<file path="config.mk">
export PLATFORM = sky130hd
export DESIGN_NAME = adc_output_config_regs
export DESIGN_NICKNAME = d
export VERILOG_FILES = /design/src/core/adc_out_cfg_pkg.sv /design/src/core/pn_gen_if.sv /design/src/core/adc_output_config_regs.sv /design/src/core/pn_gen.sv
export SDC_FILE = /design/constraint.sdc
export NUM_CORES = 1
export LEC_CHECK = 0
export CAP_MARGIN = 20
export CELL_PAD_IN_SITES_DETAIL_PLACEMENT = 0
export CELL_PAD_IN_SITES_GLOBAL_PLACEMENT = 1
export CORE_UTILIZATION = 50
export CTS_CLUSTER_SIZE = 14
export DETAILED_ROUTE_END_ITERATION = 16
export DONT_BUFFER_PORTS = 1
export PLACE_DENSITY = 0.94
export SLEW_MARGIN = 20
export SYNTH_ARGS = -nofsm -noshare
export SYNTH_HDL_FRONTEND = slang
export SYNTH_SLANG_ARGS = --single-unit
</file>
<file path="constraint.sdc">
create_clock -name clock -period 6.5 [get_ports clock]
set_input_delay 0.65 -clock clock [delete_from_list [all_inputs] [get_ports clock]]
set_output_delay 0.65 -clock clock [all_outputs]
set_load 0.1 [all_outputs]
</file>
<file path="src/core/adc_out_cfg_pkg.sv">
/*
 * constants for the output path configuration bank: register offsets,
 * field positions, reset values, test codes and pattern words.
 * assumes a 16-bit register address and 8-bit register data.
 */
`default_nettype none
package adc_out_cfg_pkg;
   localparam int NUM_CH = 4; // data channels a..d
   localparam int DATA_W = 14; // converted sample width
   localparam int LANE_W = 16; // serialised word width
   localparam int PN_LONG_W = 23; // long generator length
   localparam int PN_LONG_TAP = 18; // long generator tap
   localparam int PN_SHORT_W = 9; // short generator length
   localparam int PN_SHORT_TAP = 5; // short generator tap
   // register offsets
   localparam logic [15:0] ADDR_CHAN_INDEX = 16'h0005;
   localparam logic [15:0] ADDR_CLK_DIV = 16'h000b;
   localparam logic [15:0] ADDR_ENH = 16'h000c;
   localparam logic [15:0] ADDR_TEST = 16'h000d;
   localparam logic [15:0] ADDR_OFFSET = 16'h0010;
   localparam logic [15:0] ADDR_OUT_FMT = 16'h0014;
   localparam logic [15:0] ADDR_OUT_DRV = 16'h0015;
   localparam logic [15:0] ADDR_OUT_PHASE = 16'h0016;
   localparam logic [15:0] ADDR_UPAT1_LO = 16'h0019;
   localparam logic [15:0] ADDR_UPAT1_HI = 16'h001a;
   localparam logic [15:0] ADDR_UPAT2_LO = 16'h001b;
   localparam logic [15:0] ADDR_UPAT2_HI = 16'h001c;
   // reset values
   localparam logic [5:0] CHAN_SEL_RST = 6'h3f;
   localparam logic [7:0] OUT_FMT_RST = 8'h01;
   localparam logic [7:0] OUT_PHASE_RST = 8'h03;
   // field positions
   localparam int CHOP_BIT = 2;
   localparam int PN_LONG_RST_BIT = 5;
   localparam int PN_SHORT_RST_BIT = 4;
   localparam int UMODE_LSB = 6;
   localparam int FMT_BIT = 0;
   localparam int INV_BIT = 2;
   localparam int LVDS_BIT = 6;
   localparam int DRIVE_BIT = 0;
   localparam int TERM_LSB = 4;
   localparam int PH_DLY_LSB = 4;
   localparam logic [3:0] PHASE_ADJ_MAX = 4'hb; // highest legal code
   localparam logic [2:0] DIV_CODE_MAX = 3'h6; // divide by seven
   localparam logic [DATA_W-1:0] DATA_MAX = 14'h3fff;
   // test selection codes
   localparam logic [3:0] TEST_OFF = 4'h0;
   localparam logic [3:0] TEST_MID = 4'h1;
   localparam logic [3:0] TEST_POS_FS = 4'h2;
   localparam logic [3:0] TEST_NEG_FS = 4'h3;
   localparam logic [3:0] TEST_CHECKER = 4'h4;
   localparam logic [3:0] TEST_PN_LONG = 4'h5;
   localparam logic [3:0] TEST_PN_SHORT = 4'h6;
   localparam logic [3:0] TEST_WORD_TOG = 4'h7;
   localparam logic [3:0] TEST_USER = 4'h8;
   localparam logic [3:0] TEST_BIT_TOG = 4'h9;
   localparam logic [3:0] TEST_SYNC = 4'ha;
   localparam logic [3:0] TEST_ONE_BIT = 4'hb;
   // user test modes
   localparam logic [1:0] UMODE_REPEAT = 2'h0;
   localparam logic [1:0] UMODE_ALT = 2'h1;
   localparam logic [1:0] UMODE_ONCE = 2'h2;
   localparam logic [1:0] UMODE_ALT_ONCE = 2'h3;
   // pattern words
   localparam logic [15:0] PAT_MID = 16'h8000;
   localparam logic [15:0] PAT_POS_FS = 16'hfffc;
   localparam logic [15:0] PAT_NEG_FS = 16'h0000;
   localparam logic [15:0] PAT_CHECK_A = 16'haaa8;
   localparam logic [15:0] PAT_CHECK_B = 16'h5554;
   localparam logic [15:0] PAT_ONES = 16'hfffc;
   localparam logic [15:0] PAT_ZEROS = 16'h0000;
   localparam logic [15:0] PAT_BIT_TOG = 16'haaa8;
   localparam logic [15:0] PAT_SYNC = 16'hff00;
   localparam logic [15:0] PAT_ONE_BIT = 16'h8000;
   localparam logic [15:0] PAT_USER_IDLE = 16'h0000;
   // user pattern sequencer, gray along first-second-done
   typedef enum logic [1:0] {
      USR_FIRST = 2'b00,
      USR_SECOND = 2'b01,
      USR_DONE = 2'b11
   } usr_step_e;
endpackage
`default_nettype wire

</file>
<file path="src/core/pn_gen_if.sv">
/*
 * carrier between the bank and one pseudorandom generator.
 * assumes hold and step come from registered state of the bank.
 */
`default_nettype none
interface pn_gen_if #(parameter int W = 23);
   logic hold; // keep generator at its seed
   logic step; // advance one state
   logic [W-1:0] value; // current generator state
   modport gen (input hold, input step, output value);
   modport user (output hold, output step, input value);
endinterface
`default_nettype wire

</file>
<file path="src/core/adc_output_config_regs.sv">
/*
 * output path configuration bank of a quad converter: divider, chop,
 * test patterns, offset trim, format, driver and output clock phase.
 * assumes a decoded serial port drives the one-cycle write and read
 * strobes with address and data, all synchronous to the sample clock.
 */
`default_nettype none
module adc_output_config_regs (
   input wire logic clock, // sample clock, 50 MHz
   input wire logic reset_n, // async reset, active low
   input wire logic soft_reset, // one-cycle pulse, restores defaults
   input wire logic reg_wr, // register write strobe
   input wire logic reg_rd, // register read strobe
   input wire logic [15:0] reg_addr, // register address
   input wire logic [7:0] reg_wdata, // register write data
   output logic [7:0] reg_rdata, // read data
   output logic reg_rvalid, // read data valid pulse
   input wire logic [adc_out_cfg_pkg::NUM_CH-1:0]
      [adc_out_cfg_pkg::DATA_W-1:0] sample_data, // converter words
   output logic [adc_out_cfg_pkg::NUM_CH-1:0]
      [adc_out_cfg_pkg::LANE_W-1:0] lane_data, // output lane words
   output logic sample_tick, // divided sample latch pulse
   output logic out_clock_tick, // phase-shifted output clock pulse
   output logic chop_enable, // chop mode on
   output logic lvds_reduced_range, // reduced range signalling
   output logic drive_double, // double drive strength
   output logic [1:0] term_select, // termination code
   output logic [2:0] out_clock_delay, // output clock delay cycles
   output logic [3:0] out_clock_phase_adj // output clock phase code
);
   import adc_out_cfg_pkg::*;

   typedef struct packed {
      logic [5:0] chan_sel; // channel index bits
      logic [2:0] div_ratio; // divide code
      logic chop; // chop mode
      logic [1:0] pn_rst; // long, short generator resets
      logic [NUM_CH-1:0][5:0] tmode; // user mode, test code
      logic [NUM_CH-1:0][7:0] offset; // signed trim
      logic fmt_twos; // twos complement output
      logic [NUM_CH-1:0] invert; // per-channel invert
      logic lvds_ieee; // reduced range option
      logic drive2; // double drive
      logic [1:0] term; // termination
      logic [2:0] ph_dly; // output clock delay
      logic [3:0] ph_adj; // output clock phase adjust
      logic [3:0][7:0] upat; // user pattern bytes
      logic [2:0] div_cnt; // divider count
      logic sample_tick; // latch pulse
      logic oclk_tick; // output clock pulse
      logic alt; // toggles every sample
      usr_step_e [NUM_CH-1:0] ustep; // user sequence step
      logic [NUM_CH-1:0][LANE_W-1:0] lane; // output words
      logic [7:0] rdata; // read data
      logic rvalid; // read valid
   } state_s;

   localparam state_s ST_RST = '{
      chan_sel: CHAN_SEL_RST,
      fmt_twos: OUT_FMT_RST[FMT_BIT],
      ph_dly: OUT_PHASE_RST[6:4],
      ph_adj: OUT_PHASE_RST[3:0],
      ustep: '{default: USR_FIRST},
      default: '0
   };

   state_s q; // registered state
   state_s n; // next state
   logic [2:0] lim; // last divider count
   logic [3:0] ph_pos; // count at which the output clock fires
   logic [1:0] rch; // channel answering reads
   logic signed [15:0] trim_sum; // sample plus trim
   logic [DATA_W-1:0] conv; // trimmed, formatted sample
   logic [LANE_W-1:0] pat; // word chosen for a lane

   pn_gen_if #(.W(PN_LONG_W)) pn_long (); // long sequence
   pn_gen_if #(.W(PN_SHORT_W)) pn_short (); // short sequence

   // generators advance once per divided sample
   assign pn_long.hold = q.pn_rst[1];
   assign pn_short.hold = q.pn_rst[0];
   assign pn_long.step = q.sample_tick;
   assign pn_short.step = q.sample_tick;

   pn_gen #(.W(PN_LONG_W), .TAP(PN_LONG_TAP)) u_pn_long (
      .clock(clock),
      .reset_n(reset_n),
      .port(pn_long.gen)
   );
   pn_gen #(.W(PN_SHORT_W), .TAP(PN_SHORT_TAP)) u_pn_short (
      .clock(clock),
      .reset_n(reset_n),
      .port(pn_short.gen)
   );

   // next state: divider, lanes, register writes and reads
   always_comb begin
      n = q;
      trim_sum = '0;
      conv = '0;
      pat = '0;
      rch = 2'd0;
      // code seven is undefined, held at divide by seven
      lim = (q.div_ratio > DIV_CODE_MAX) ? DIV_CODE_MAX : q.div_ratio;
      // latch point stays at the wrap, only the clock moves
      n.sample_tick = (q.div_cnt >= lim);
      n.div_cnt = n.sample_tick ? 3'h0 : q.div_cnt + 3'h1;
      ph_pos = 4'((4'(lim) + 4'(q.ph_dly)) % (4'(lim) + 4'h1));
      n.oclk_tick = ({1'b0, q.div_cnt} == ph_pos);
      // lanes update one cycle after each latch pulse
      if (q.sample_tick) begin
         n.alt = ~q.alt;
         for (int ch = 0; ch < NUM_CH; ch++) begin
            trim_sum = $signed({2'b00, sample_data[ch]}) +
               $signed({{8{q.offset[ch][7]}}, q.offset[ch]});
            // clamp instead of wrap, a wrapped trim looks like a glitch
            if (trim_sum < 16'sh0000) begin
               conv = '0;
            end else if (trim_sum > $signed({2'b00, DATA_MAX})) begin
               conv = DATA_MAX;
            end else begin
               conv = trim_sum[DATA_W-1:0];
            end
            if (q.fmt_twos) begin
               conv[DATA_W-1] = ~conv[DATA_W-1];
            end
            pat = {conv, 2'b00};
            unique case (q.tmode[ch][3:0])
               TEST_OFF: ; // normal data
               TEST_MID: pat = PAT_MID;
               TEST_POS_FS: pat = PAT_POS_FS;
               TEST_NEG_FS: pat = PAT_NEG_FS;
               TEST_CHECKER: pat = q.alt ? PAT_CHECK_B : PAT_CHECK_A;
               TEST_PN_LONG: pat = pn_long.value[LANE_W-1:0];
               TEST_PN_SHORT: pat = {7'h00, pn_short.value};
               TEST_WORD_TOG: pat = q.alt ? PAT_ZEROS : PAT_ONES;
               TEST_BIT_TOG: pat = PAT_BIT_TOG;
               TEST_SYNC: pat = PAT_SYNC;
               TEST_ONE_BIT: pat = PAT_ONE_BIT;
               TEST_USER: begin
                  unique case (q.ustep[ch])
                     USR_FIRST: pat = {q.upat[1], q.upat[0]};
                     USR_SECOND: pat = {q.upat[3], q.upat[2]};
                     USR_DONE: pat = PAT_USER_IDLE;
                     default: pat = PAT_USER_IDLE; // unused code
                  endcase
                  unique case (q.tmode[ch][5:4])
                     UMODE_REPEAT: n.ustep[ch] = USR_FIRST;
                     UMODE_ALT: begin
                        n.ustep[ch] = (q.ustep[ch] == USR_FIRST) ?
                           USR_SECOND : USR_FIRST;
                     end
                     UMODE_ONCE: n.ustep[ch] = USR_DONE;
                     UMODE_ALT_ONCE: begin
                        n.ustep[ch] = (q.ustep[ch] == USR_FIRST) ?
                           USR_SECOND : USR_DONE;
                     end
                  endcase
               end
               default: ;
            endcase
            n.lane[ch] = pat ^ {LANE_W{q.invert[ch]}};
         end
      end
      // register writes, local fields gated by the channel index
      if (reg_wr) begin
         unique case (reg_addr)
            ADDR_CHAN_INDEX: n.chan_sel = reg_wdata[5:0];
            ADDR_CLK_DIV: n.div_ratio = reg_wdata[2:0];
            ADDR_ENH: n.chop = reg_wdata[CHOP_BIT];
            ADDR_TEST: begin
               n.pn_rst = {reg_wdata[PN_LONG_RST_BIT],
                  reg_wdata[PN_SHORT_RST_BIT]};
               for (int ch = 0; ch < NUM_CH; ch++) begin
                  if (q.chan_sel[ch]) begin
                     n.tmode[ch] = {reg_wdata[UMODE_LSB+:2],
                        reg_wdata[3:0]};
                     n.ustep[ch] = USR_FIRST;
                  end
               end
            end
            ADDR_OFFSET: begin
               for (int ch = 0; ch < NUM_CH; ch++) begin
                  if (q.chan_sel[ch]) begin
                     n.offset[ch] = reg_wdata;
                  end
               end
            end
            ADDR_OUT_FMT: begin
               n.fmt_twos = reg_wdata[FMT_BIT];
               n.lvds_ieee = reg_wdata[LVDS_BIT];
               for (int ch = 0; ch < NUM_CH; ch++) begin
                  if (q.chan_sel[ch]) begin
                     n.invert[ch] = reg_wdata[INV_BIT];
                  end
               end
            end
            ADDR_OUT_DRV: begin
               n.drive2 = reg_wdata[DRIVE_BIT];
               n.term = reg_wdata[TERM_LSB+:2];
            end
            ADDR_OUT_PHASE: begin
               n.ph_dly = reg_wdata[PH_DLY_LSB+:3];
               // illegal phase codes are dropped, old phase kept
               if (reg_wdata[3:0] <= PHASE_ADJ_MAX) begin
                  n.ph_adj = reg_wdata[3:0];
               end
            end
            ADDR_UPAT1_LO: n.upat[0] = reg_wdata;
            ADDR_UPAT1_HI: n.upat[1] = reg_wdata;
            ADDR_UPAT2_LO: n.upat[2] = reg_wdata;
            ADDR_UPAT2_HI: n.upat[3] = reg_wdata;
            default: ; // unmapped write ignored
         endcase
      end
      // lowest selected data channel answers local reads
      for (int i = NUM_CH - 1; i >= 0; i--) begin
         if (q.chan_sel[i]) begin
            rch = 2'(i);
         end
      end
      n.rvalid = reg_rd;
      if (reg_rd) begin
         unique case (reg_addr)
            ADDR_CHAN_INDEX: n.rdata = {2'b00, q.chan_sel};
            ADDR_CLK_DIV: n.rdata = {5'h00, q.div_ratio};
            ADDR_ENH: n.rdata = {5'h00, q.chop, 2'b00};
            ADDR_TEST: begin
               n.rdata = {q.tmode[rch][5:4], q.pn_rst, q.tmode[rch][3:0]};
            end
            ADDR_OFFSET: n.rdata = q.offset[rch];
            ADDR_OUT_FMT: begin
               n.rdata = {1'b0, q.lvds_ieee, 3'h0, q.invert[rch], 1'b0,
                  q.fmt_twos};
            end
            ADDR_OUT_DRV: n.rdata = {2'b00, q.term, 3'h0, q.drive2};
            ADDR_OUT_PHASE: n.rdata = {1'b0, q.ph_dly, q.ph_adj};
            ADDR_UPAT1_LO: n.rdata = q.upat[0];
            ADDR_UPAT1_HI: n.rdata = q.upat[1];
            ADDR_UPAT2_LO: n.rdata = q.upat[2];
            ADDR_UPAT2_HI: n.rdata = q.upat[3];
            default: n.rdata = 8'h00; // unmapped reads zero
         endcase
      end
      // soft reset beats any access in the same cycle
      if (soft_reset) begin
         n = ST_RST;
      end
   end

   // single state register
   always_ff @(posedge clock or negedge reset_n) begin
      if (!reset_n) begin
         q <= ST_RST;
      end else begin
         q <= n;
      end
   end

   assign reg_rdata = q.rdata;
   assign reg_rvalid = q.rvalid;
   assign lane_data = q.lane;
   assign sample_tick = q.sample_tick;
   assign out_clock_tick = q.oclk_tick;
   assign chop_enable = q.chop;
   assign lvds_reduced_range = q.lvds_ieee;
   assign drive_double = q.drive2;
   assign term_select = q.term;
   assign out_clock_delay = q.ph_dly;
   assign out_clock_phase_adj = q.ph_adj;

   // checks on the logic above
   property p_div2;
      @(posedge clock) disable iff (!reset_n || soft_reset)
      (q.sample_tick && q.div_ratio == 3'h1 && !reg_wr) |=>
         !q.sample_tick ##1 q.sample_tick;
   endproperty
   a_div2: assert property (p_div2)
      else $error("divide by two spacing wrong");
   property p_chop;
      @(posedge clock) disable iff (!reset_n)
      (reg_wr && reg_addr == ADDR_ENH && !soft_reset) |=>
         chop_enable == $past(reg_wdata[CHOP_BIT]);
   endproperty
   a_chop: assert property (p_chop)
      else $error("chop bit not taken");
   property p_pos_fs;
      @(posedge clock) disable iff (!reset_n || soft_reset)
      (q.sample_tick && q.tmode[0][3:0] == TEST_POS_FS) |=>
         lane_data[0] == (PAT_POS_FS ^ {LANE_W{$past(q.invert[0])}});
   endproperty
   a_pos_fs: assert property (p_pos_fs)
      else $error("positive full scale pattern wrong");
   property p_pn_hold;
      @(posedge clock) disable iff (!reset_n)
      q.pn_rst[1] |=> pn_long.value == '1;
   endproperty
   a_pn_hold: assert property (p_pn_hold)
      else $error("long generator not held at seed");
   property p_user_once;
      @(posedge clock) disable iff (!reset_n || soft_reset)
      (q.sample_tick && q.tmode[0] == {UMODE_ONCE, TEST_USER} &&
         q.ustep[0] == USR_DONE) |=>
         lane_data[0] == (PAT_USER_IDLE ^ {LANE_W{$past(q.invert[0])}});
   endproperty
   a_user_once: assert property (p_user_once)
      else $error("single user pattern repeated");
   property p_local_gate;
      @(posedge clock) disable iff (!reset_n || soft_reset)
      (reg_wr && reg_addr == ADDR_OUT_FMT && !q.chan_sel[1]) |=>
         $stable(q.invert[1]);
   endproperty
   a_local_gate: assert property (p_local_gate)
      else $error("unselected channel written");
   property p_phase_adj;
      @(posedge clock) disable iff (!reset_n || soft_reset)
      (reg_wr && reg_addr == ADDR_OUT_PHASE &&
         reg_wdata[3:0] > PHASE_ADJ_MAX) |=> $stable(out_clock_phase_adj);
   endproperty
   a_phase_adj: assert property (p_phase_adj)
      else $error("illegal phase code stored");
   property p_phase_zero;
      @(posedge clock) disable iff (!reset_n || soft_reset)
      // a count left above a lowered ratio wraps without the clock
      (q.ph_dly == 3'h0 && $stable(q.ph_dly) && $stable(q.div_ratio) &&
         $past(q.div_cnt) <= q.div_ratio)
         |-> (sample_tick == out_clock_tick);
   endproperty
   a_phase_zero: assert property (p_phase_zero)
      else $error("zero delay clock off the latch point");
   property p_term;
      @(posedge clock) disable iff (!reset_n)
      (reg_wr && reg_addr == ADDR_OUT_DRV && !soft_reset) |=>
         term_select == $past(reg_wdata[TERM_LSB+:2]);
   endproperty
   a_term: assert property (p_term)
      else $error("termination field not taken");
   property p_upat_rd;
      @(posedge clock) disable iff (!reset_n || soft_reset)
      (reg_rd && reg_addr == ADDR_UPAT1_LO) |=>
         reg_rvalid && reg_rdata == $past(q.upat[0]);
   endproperty
   a_upat_rd: assert property (p_upat_rd)
      else $error("user pattern readback wrong");
endmodule // adc_output_config_regs
`default_nettype wire

</file>
<file path="src/core/pn_gen.sv">
/*
 * fibonacci shift register generator, length and tap set by parameters.
 * assumes hold and step are synchronous to clock.
 */
`default_nettype none
module pn_gen #(
   parameter int W = 23, // register length
   parameter int TAP = 18 // second feedback tap
) (
   input wire logic clock, // system clock
   input wire logic reset_n, // async reset, active low
   pn_gen_if.gen port // control and state
);
   typedef struct packed {
      logic [W-1:0] sr; // shift register
   } state_s;
   state_s q; // registered state
   state_s n; // next state
   // all ones seed, the all-zero lock state is never reached
   always_comb begin
      n = q;
      if (port.hold) begin
         n.sr = '1;
      end else if (port.step) begin
         n.sr = {q.sr[W-2:0], q.sr[W-1] ^ q.sr[TAP-1]};
      end
   end
   always_ff @(posedge clock or negedge reset_n) begin
      if (!reset_n) begin
         q <= '1;
      end else begin
         q <= n;
      end
   end
   assign port.value = q.sr;
endmodule // pn_gen
`default_nettype wire

</file>
==> results_dict.tcl, run 1 <==
set metrics [dict create \
    htreeDepth 1 \
    drc 0 \
    dieArea_um2 39300 \
    met1_usage_pct 44.0 \
    hp-class "in2async" \
    synth_cell_types 101 \
    cts.path.max_buffers 3 \
    detailed_place_hpwl_mm 45.1 \
    post-route-worst-setup-slack_ns 0.831 \
    synthesis.area_um2 19200 \
    cts-root-buf "clkbuf_16" \
    port_buffers 0 \
    area_growth_pct 3.23 \
    report.final.slew_viol_count 0 \
    grt_max_degree 225 \
    relSlewSlack_pct 29.1 \
    min_period_over_period_pct 87.2 \
    syn_area_per_cell_um2 8.59 \
    grt_pass1_vias 16300 \
    path_buf_inv 2 \
    setup_tns_ns 0 \
    clkTransAtPathRegs_ns 0.06 \
    required_ns 6.96 \
    placementRows 71 \
    dieHeight_um 198 \
    timing.reg2reg.setup_slack_ns 0.83 \
    yosysSeqAreaShare_pct 30.8 \
    fin_skew_ns 0.0122 \
    via_per_inst 6.62 \
    hold_viol_final 6 \
    worst-r2r-cell-count 24 \
    core_um2 37800 \
    slowest_stage "or4b_2" \
    violations "negative hold slack" \
    grt-ovfl-total 0 \
    start_util_pct 51.0 \
    worst_setup_path_end_kind "flop" \
    syn_nets 2411 \
    fin_crit_ns 5.67 \
    dr.pass1.iters 6 \
    synth-async-reset-ratio_pct 100 \
    worstPathArrival_ns 6.13 \
    r2r_start "q[195]$_DFFE_PN0P_" \
    cts_inserted_buffers 28 \
    drive_gt1_share_pct 11.0 \
    leakage_uw 0.00868 \
    post_cts_resized 0 \
    pre_cts_slack_ns 0.857 \
    use_met3_pct 7.38 \
    path_delay_family "compound AO/OA/AOI/OAI gates" \
    critPathMaxStageDelay_ns 0.61 \
    place_area_um2 18800 \
    antenna_cells 0 \
    antenna_found_initial 0 \
    routedWlPerCell_um 24.9 \
    top_usage_layer "met2" \
    fin_util_pct 52.6 \
    worst_setup_path_start_kind "flop" \
    grt_use_total_pct 32.6 \
    use_met2_pct 48.3 \
    max_freq_mhz 176 \
    synth_edf_count 0 \
    grt_pass1_wl_mm 97.6 \
    setup_viol 0 \
    gp_congestion 0.985 \
    nets 2231 \
    status "finished with violations" \
    rr_endpoint "out_clock_tick$_DFF_PN0_" \
    cts_tree "done" \
    clkSinkCount 235 \
    synthFlopType "dfrtp_1" \
    path_cells "a21boi_0 > buf_4 > ha_1 > a21o_1 > a21oi_1 > inv_1 > ha_1 > a22oi_1 > ha_1 > or4b_2 > nand2_1 > a2bb2oi_1 > ha_1 > o21ai_0 > nor2b_1 > mux2_2 > fa_1 > o21ai_0 > a21o_1 > a21o_1 > nand2_1 > o21ai_0 > o21ai_0 > nor4_1" \
    p_per_area_nw_per_um2 194 \
    antenna_left 0 \
    vias 17200 \
    tightest_slew_ns 1.06 \
    ys_ff_latch 235 \
    crit_type "reg2reg" \
    syn_inst 2241 \
    worstPathMaxFanout 9 \
    ios 172 \
    holdWs_ns -0.0148 \
    routed_wirelength_mm 64.5 \
    rsz0062_at_grt "false" \
    peakVddDrop_mv 0.208 \
    fin_area_um2 19900 \
    drv_cap 0 \
    yosys_warnings 0 \
    power_uw 3850 \
    drt-initial-drc-count 2302 \
    clk_latency_ns 0.57 \
    die_w_um 198 \
]
## metrics by stage
step,hold WS (ns),std cells
after floorplan,0.354,2241
after global placement,0.367,2539
after detailed placement,0.365,2539
after CTS,0.143,2593
after global routing,0.00987,2594
final,-0.0148,2594
## Yosys cell counts, types with 7 or more instances
cell	instances	area share [%]
dfrtp_1	194	25
a222oi_1	20	1.0
buf_2	23	0.60
o211a_1	8	0.42
nor2_1	210	4.1
mux2i_1	153	8.0
and2_1	10	0.33
buf_1	13	0.25
ha_1	79	5.1
nand4_1	13	0.42
and3_1	22	0.72
xor2_1	37	1.7
o21bai_1	7	0.27
a211oi_1	49	1.9
o21ai_1	10	0.26
or3_1	7	0.23
nor2b_1	34	1.1
o22ai_1	23	0.75
buf_4	82	3.2
a31oi_1	10	0.33
o211ai_1	12	0.47
inv_1	49	0.96
a2111oi_0	21	0.96
nand3_1	70	1.8
a21oi_1	162	4.2
a21o_1	40	1.6
a221o_1	9	0.47
a221oi_1	32	1.5
nand2b_1	16	0.52
nor3_1	57	1.5
xnor2_1	44	2.0
dfstp_2	41	5.6
nor3b_1	13	0.51
a211o_1	31	1.4
o21ai_0	70	1.8
nand2_1	246	4.8
mux2_2	66	3.9
a22oi_1	21	0.82
clkbuf_1	103	2.0
## area by class of cell
cell class                 count  area [um2]
tap                          511         639
clock inverter                11         140
inverter                      50         188
clock buffer                  41         871
sequential                   235        5940
fill                        3470       17900
timing repair buffer          14         148
multi-input combinational   1732       11900
## logic make-up (layout without fill, tap and decap cells)
kind of cell | after synthesis | in the layout | synth area share [%]
muxes | 219 | 219 | 11.8
DFF | 235 | 235 | 30.8
adders and majority gates | 85 | 85 | 5.76
xor gates and xnor gates | 84 | 84 | 3.94
buffers and inverters | 274 | 116 | 7.21
AOI/OAI and AO/OA | 596 | 596 | 21.9
other | 1 | 1 | 0.0195
and+or+nand+nor | 747 | 747 | 18.5
## registers in the layout (all words and copies together) (netlist names), 2 cells and up
register / count
q: 114
lane_data: 64
u_pn_long.port.value: 23
u_pn_short.port.value: 9
reg_rdata: 8
out_clock_phase_adj: 4
out_clock_delay: 3
term_select: 2
## layout by cell type (no fill, tap or decap), drive strengths merged, types with 20 or more instances in the layout
cell type | Yosys | routed
nand2 | 248 | 248
nor2 | 213 | 213
dfrtp | 194 | 194
a21oi | 166 | 166
mux2i | 153 | 153
o21ai | 80 | 80
ha | 79 | 79
nand3 | 74 | 74
mux2 | 66 | 66
nor3 | 59 | 59
a211oi | 53 | 53
inv | 50 | 50
xnor2 | 45 | 45
dfstp | 41 | 41
clkbuf | 103 | 41
a21o | 40 | 40
xor2 | 39 | 39
nor2b | 34 | 34
a221oi | 32 | 32
a211o | 31 | 31
a2111oi | 25 | 25
o22ai | 23 | 23
and3 | 22 | 22
a22oi | 21 | 21
a222oi | 20 | 20
## routing by layer
metal / vias to the layer above / share of wire [%] / routed length (um)
li1: 7783 / - / -
met1: 8286 / 41 / 26500
met2: 912 / 43 / 27800
met3: 202 / 10 / 6760
met4: 0 / 5.4 / 3510
met5: - / 0 / 0
## worst max path at each step
stage	startpoint	endpoint	depth (start not counted)
finish	q[195]$_DFFE_PN0P_	out_clock_tick$_DFF_PN0_	24
global route	q[195]$_DFFE_PN0P_	out_clock_tick$_DFF_PN0_	24
CTS	q[195]$_DFFE_PN0P_	out_clock_tick$_DFF_PN0_	24
detailed placement	q[195]$_DFFE_PN0P_	out_clock_tick$_DFF_PN0_	24
global placement	q[195]$_DFFE_PN0P_	out_clock_tick$_DFF_PN0_	24
floorplan	q[196]$_DFFE_PN0P_	out_clock_tick$_DFF_PN0_	23
## report_power, final
part	total, uW	internal (uW)	switching (uW)
clock	1710	1040	669
sequential	1860	1550	305
combinational	280	120	160
total	3850	2720	1130
## repair_timing
action                                  CTS  global route
endpoints found under the setup margin    0             0
buffers inserted                          0             0
endpoints found under the hold margin   224             0
hold buffers                              2             0
No activity file was read; power rests on OpenSTA's default activity.
==> inputs of run 2 (changes only) <==
PLACE_DENSITY = default   (was 0.94)
PLACE_DENSITY_LB_ADDON = 0.2   (was default)
==> results_dict.tcl, run 2 (synthesis results as in run 1) <==
set metrics [dict create \
    peakVddDrop_mv 0.180 \
    hp-class "in2async" \
    routed_wirelength_mm 65.4 \
    layout_common_cells "nand2_1, nor2_1, dfrtp_1" \
    antenna_found_initial 1 \
    cts-root-buf "clkbuf_16" \
    hold_viol_final 0 \
    fin_skew_ns 0.0315 \
    routedWlPerCell_um 25.2 \
    clkTransAtPathRegs_ns 0.06 \
    via_per_inst 6.54 \
    dieHeight_um 198 \
    start_util_pct 51.0 \
    clk_latency_ns 0.59 \
    cts_setup_buffers 0 \
    min_period_over_period_pct 87.1 \
    setup_viol 0 \
    power_uw 3740 \
    report.final.slew_viol_count 0 \
    area_growth_pct 2.87 \
    port_buffers 0 \
    antenna_cells 0 \
    cts_tree "done" \
    n_fill_cell 3595 \
    fin_crit_ns 5.66 \
    regMostFlops "q" \
    core_um2 37800 \
    drv_cap 0 \
    worst_setup_path_end_kind "flop" \
    worst_setup_path_start_kind "flop" \
    final_common_cell "nand2_1" \
    status "complete, no violations" \
    htreeDepth 1 \
    post_cts_resized 0 \
    worstPathArrival_ns 6.14 \
    grt-ovfl-total 0 \
    placementRows 71 \
    grt_pass1_wl_mm 98.0 \
    grt_use_total_pct 33.0 \
    vias 17000 \
    max_freq_mhz 177 \
    grt_max_degree 234 \
    drc 0 \
    worst-r2r-cell-count 24 \
    grt_pass1_vias 15700 \
    tightest_slew_ns 1.19 \
    clkSinkCount 235 \
    dr.pass1.iters 7 \
    drive_gt1_share_pct 10.9 \
    die_w_um 198 \
    dieArea_um2 39300 \
    r2r_start "q[195]$_DFFE_PN0P_" \
    nets 2233 \
    leakage_uw 0.00864 \
    antenna_left 0 \
    relSlewSlack_pct 20.8 \
    drt-initial-drc-count 1960 \
    largest_register_ffs 114 \
    cts_inserted_buffers 28 \
    fin_util_pct 52.4 \
    gp_congestion 0.931 \
    p_per_area_nw_per_um2 189 \
    crit_type "reg2reg" \
    detailed_place_hpwl_mm 46.2 \
    cts.path.max_buffers 3 \
    ios 172 \
    critPathLaunch "q[195]$_DFFE_PN0P_" \
    worstPathMaxFanout 9 \
    setup_tns_ns 0 \
    rsz0062_at_grt "false" \
    required_ns 6.98 \
]
-- run 2: per-layer routing --
metal	wire (um)	vias to the layer above	global-route usage [%]
met5	10	-	0
met3	5350	128	4.29
met1	28200	8313	47.2
met4	2640	2	12.2
li1	-	7773	-
met2	29200	768	50.6
-- run 2: path summary, 6_finish.rpt --
kind | slack, ns | to
max in group asynchronous | 5.42 | q[76]$_DFF_PN0_
hold reg to reg | 0.49 | q[201]$_DFFE_PN1P_
setup / recovery | 0.84 | out_clock_tick$_DFF_PN0_
min in group clock | 0.18 | q[157]$_DFFE_PN0P_
setup reg to reg | 0.84 | out_clock_tick$_DFF_PN0_
hold / removal | 0.0006 | lane_data[10]$_DFFE_PN0P_
-- run 2: power by group --
part           leakage (uW)  total, uW  switching [uW]  internal [uW]
logic               0.00510        281             161            120
clock network      0.000462       1610             674            939
registers           0.00308       1850             295           1550
-- run 2: what timing repair did --
item,CTS,global route
hold buffers,2,0
setup endpoints to repair,0,0
endpoints found under the hold margin,233,0
-- run 2: layout make-up --
class | count | area, um2 | area share [%]
clock buffer | 34 | 743 | 3.75
clock inverter | 18 | 196 | 0.992
timing repair buffer | 16 | 163 | 0.822
multi-input combinational | 1732 | 11900 | 60.3
tap | 511 | 639 | 3.23
sequential | 235 | 5940 | 30.0
inverter | 50 | 188 | 0.948
-- run 2: per-stage QoR --
stage / setup WS (ns) / area, um2 / cells / hold WS [ns]
finish: 0.841 / 19800 / 2596 / 0.000645
global route: 0.279 / 19800 / 2596 / 0.0263
CTS: 0.830 / 19800 / 2595 / 0.122
detailed placement: 0.903 / 18800 / 2541 / 0.363
global placement: 1.01 / 18800 / 2541 / 0.363
floorplan: 1.11 / 19200 / 2241 / 0.354
-- run 2: worst max-delay path, stage by stage (launching register included) --
cell and delay (ns):
dfrtp_1 0.48, a21boi_0 0.13, buf_4 0.19, ha_1 0.22, a21o_1 0.18, a21oi_1 0.20
inv_1 0.07, ha_1 0.27, a22oi_1 0.25, ha_1 0.32, or4b_2 0.63, nand2_1 0.08
a2bb2oi_1 0.08, ha_1 0.29, o21ai_0 0.10, nor2b_1 0.26, mux2_2 0.40, fa_1 0.43
o21ai_0 0.09, a21o_1 0.13, a21o_1 0.19, nand2_1 0.09, o21ai_0 0.14, o21ai_0 0.11
nor4_1 0.26
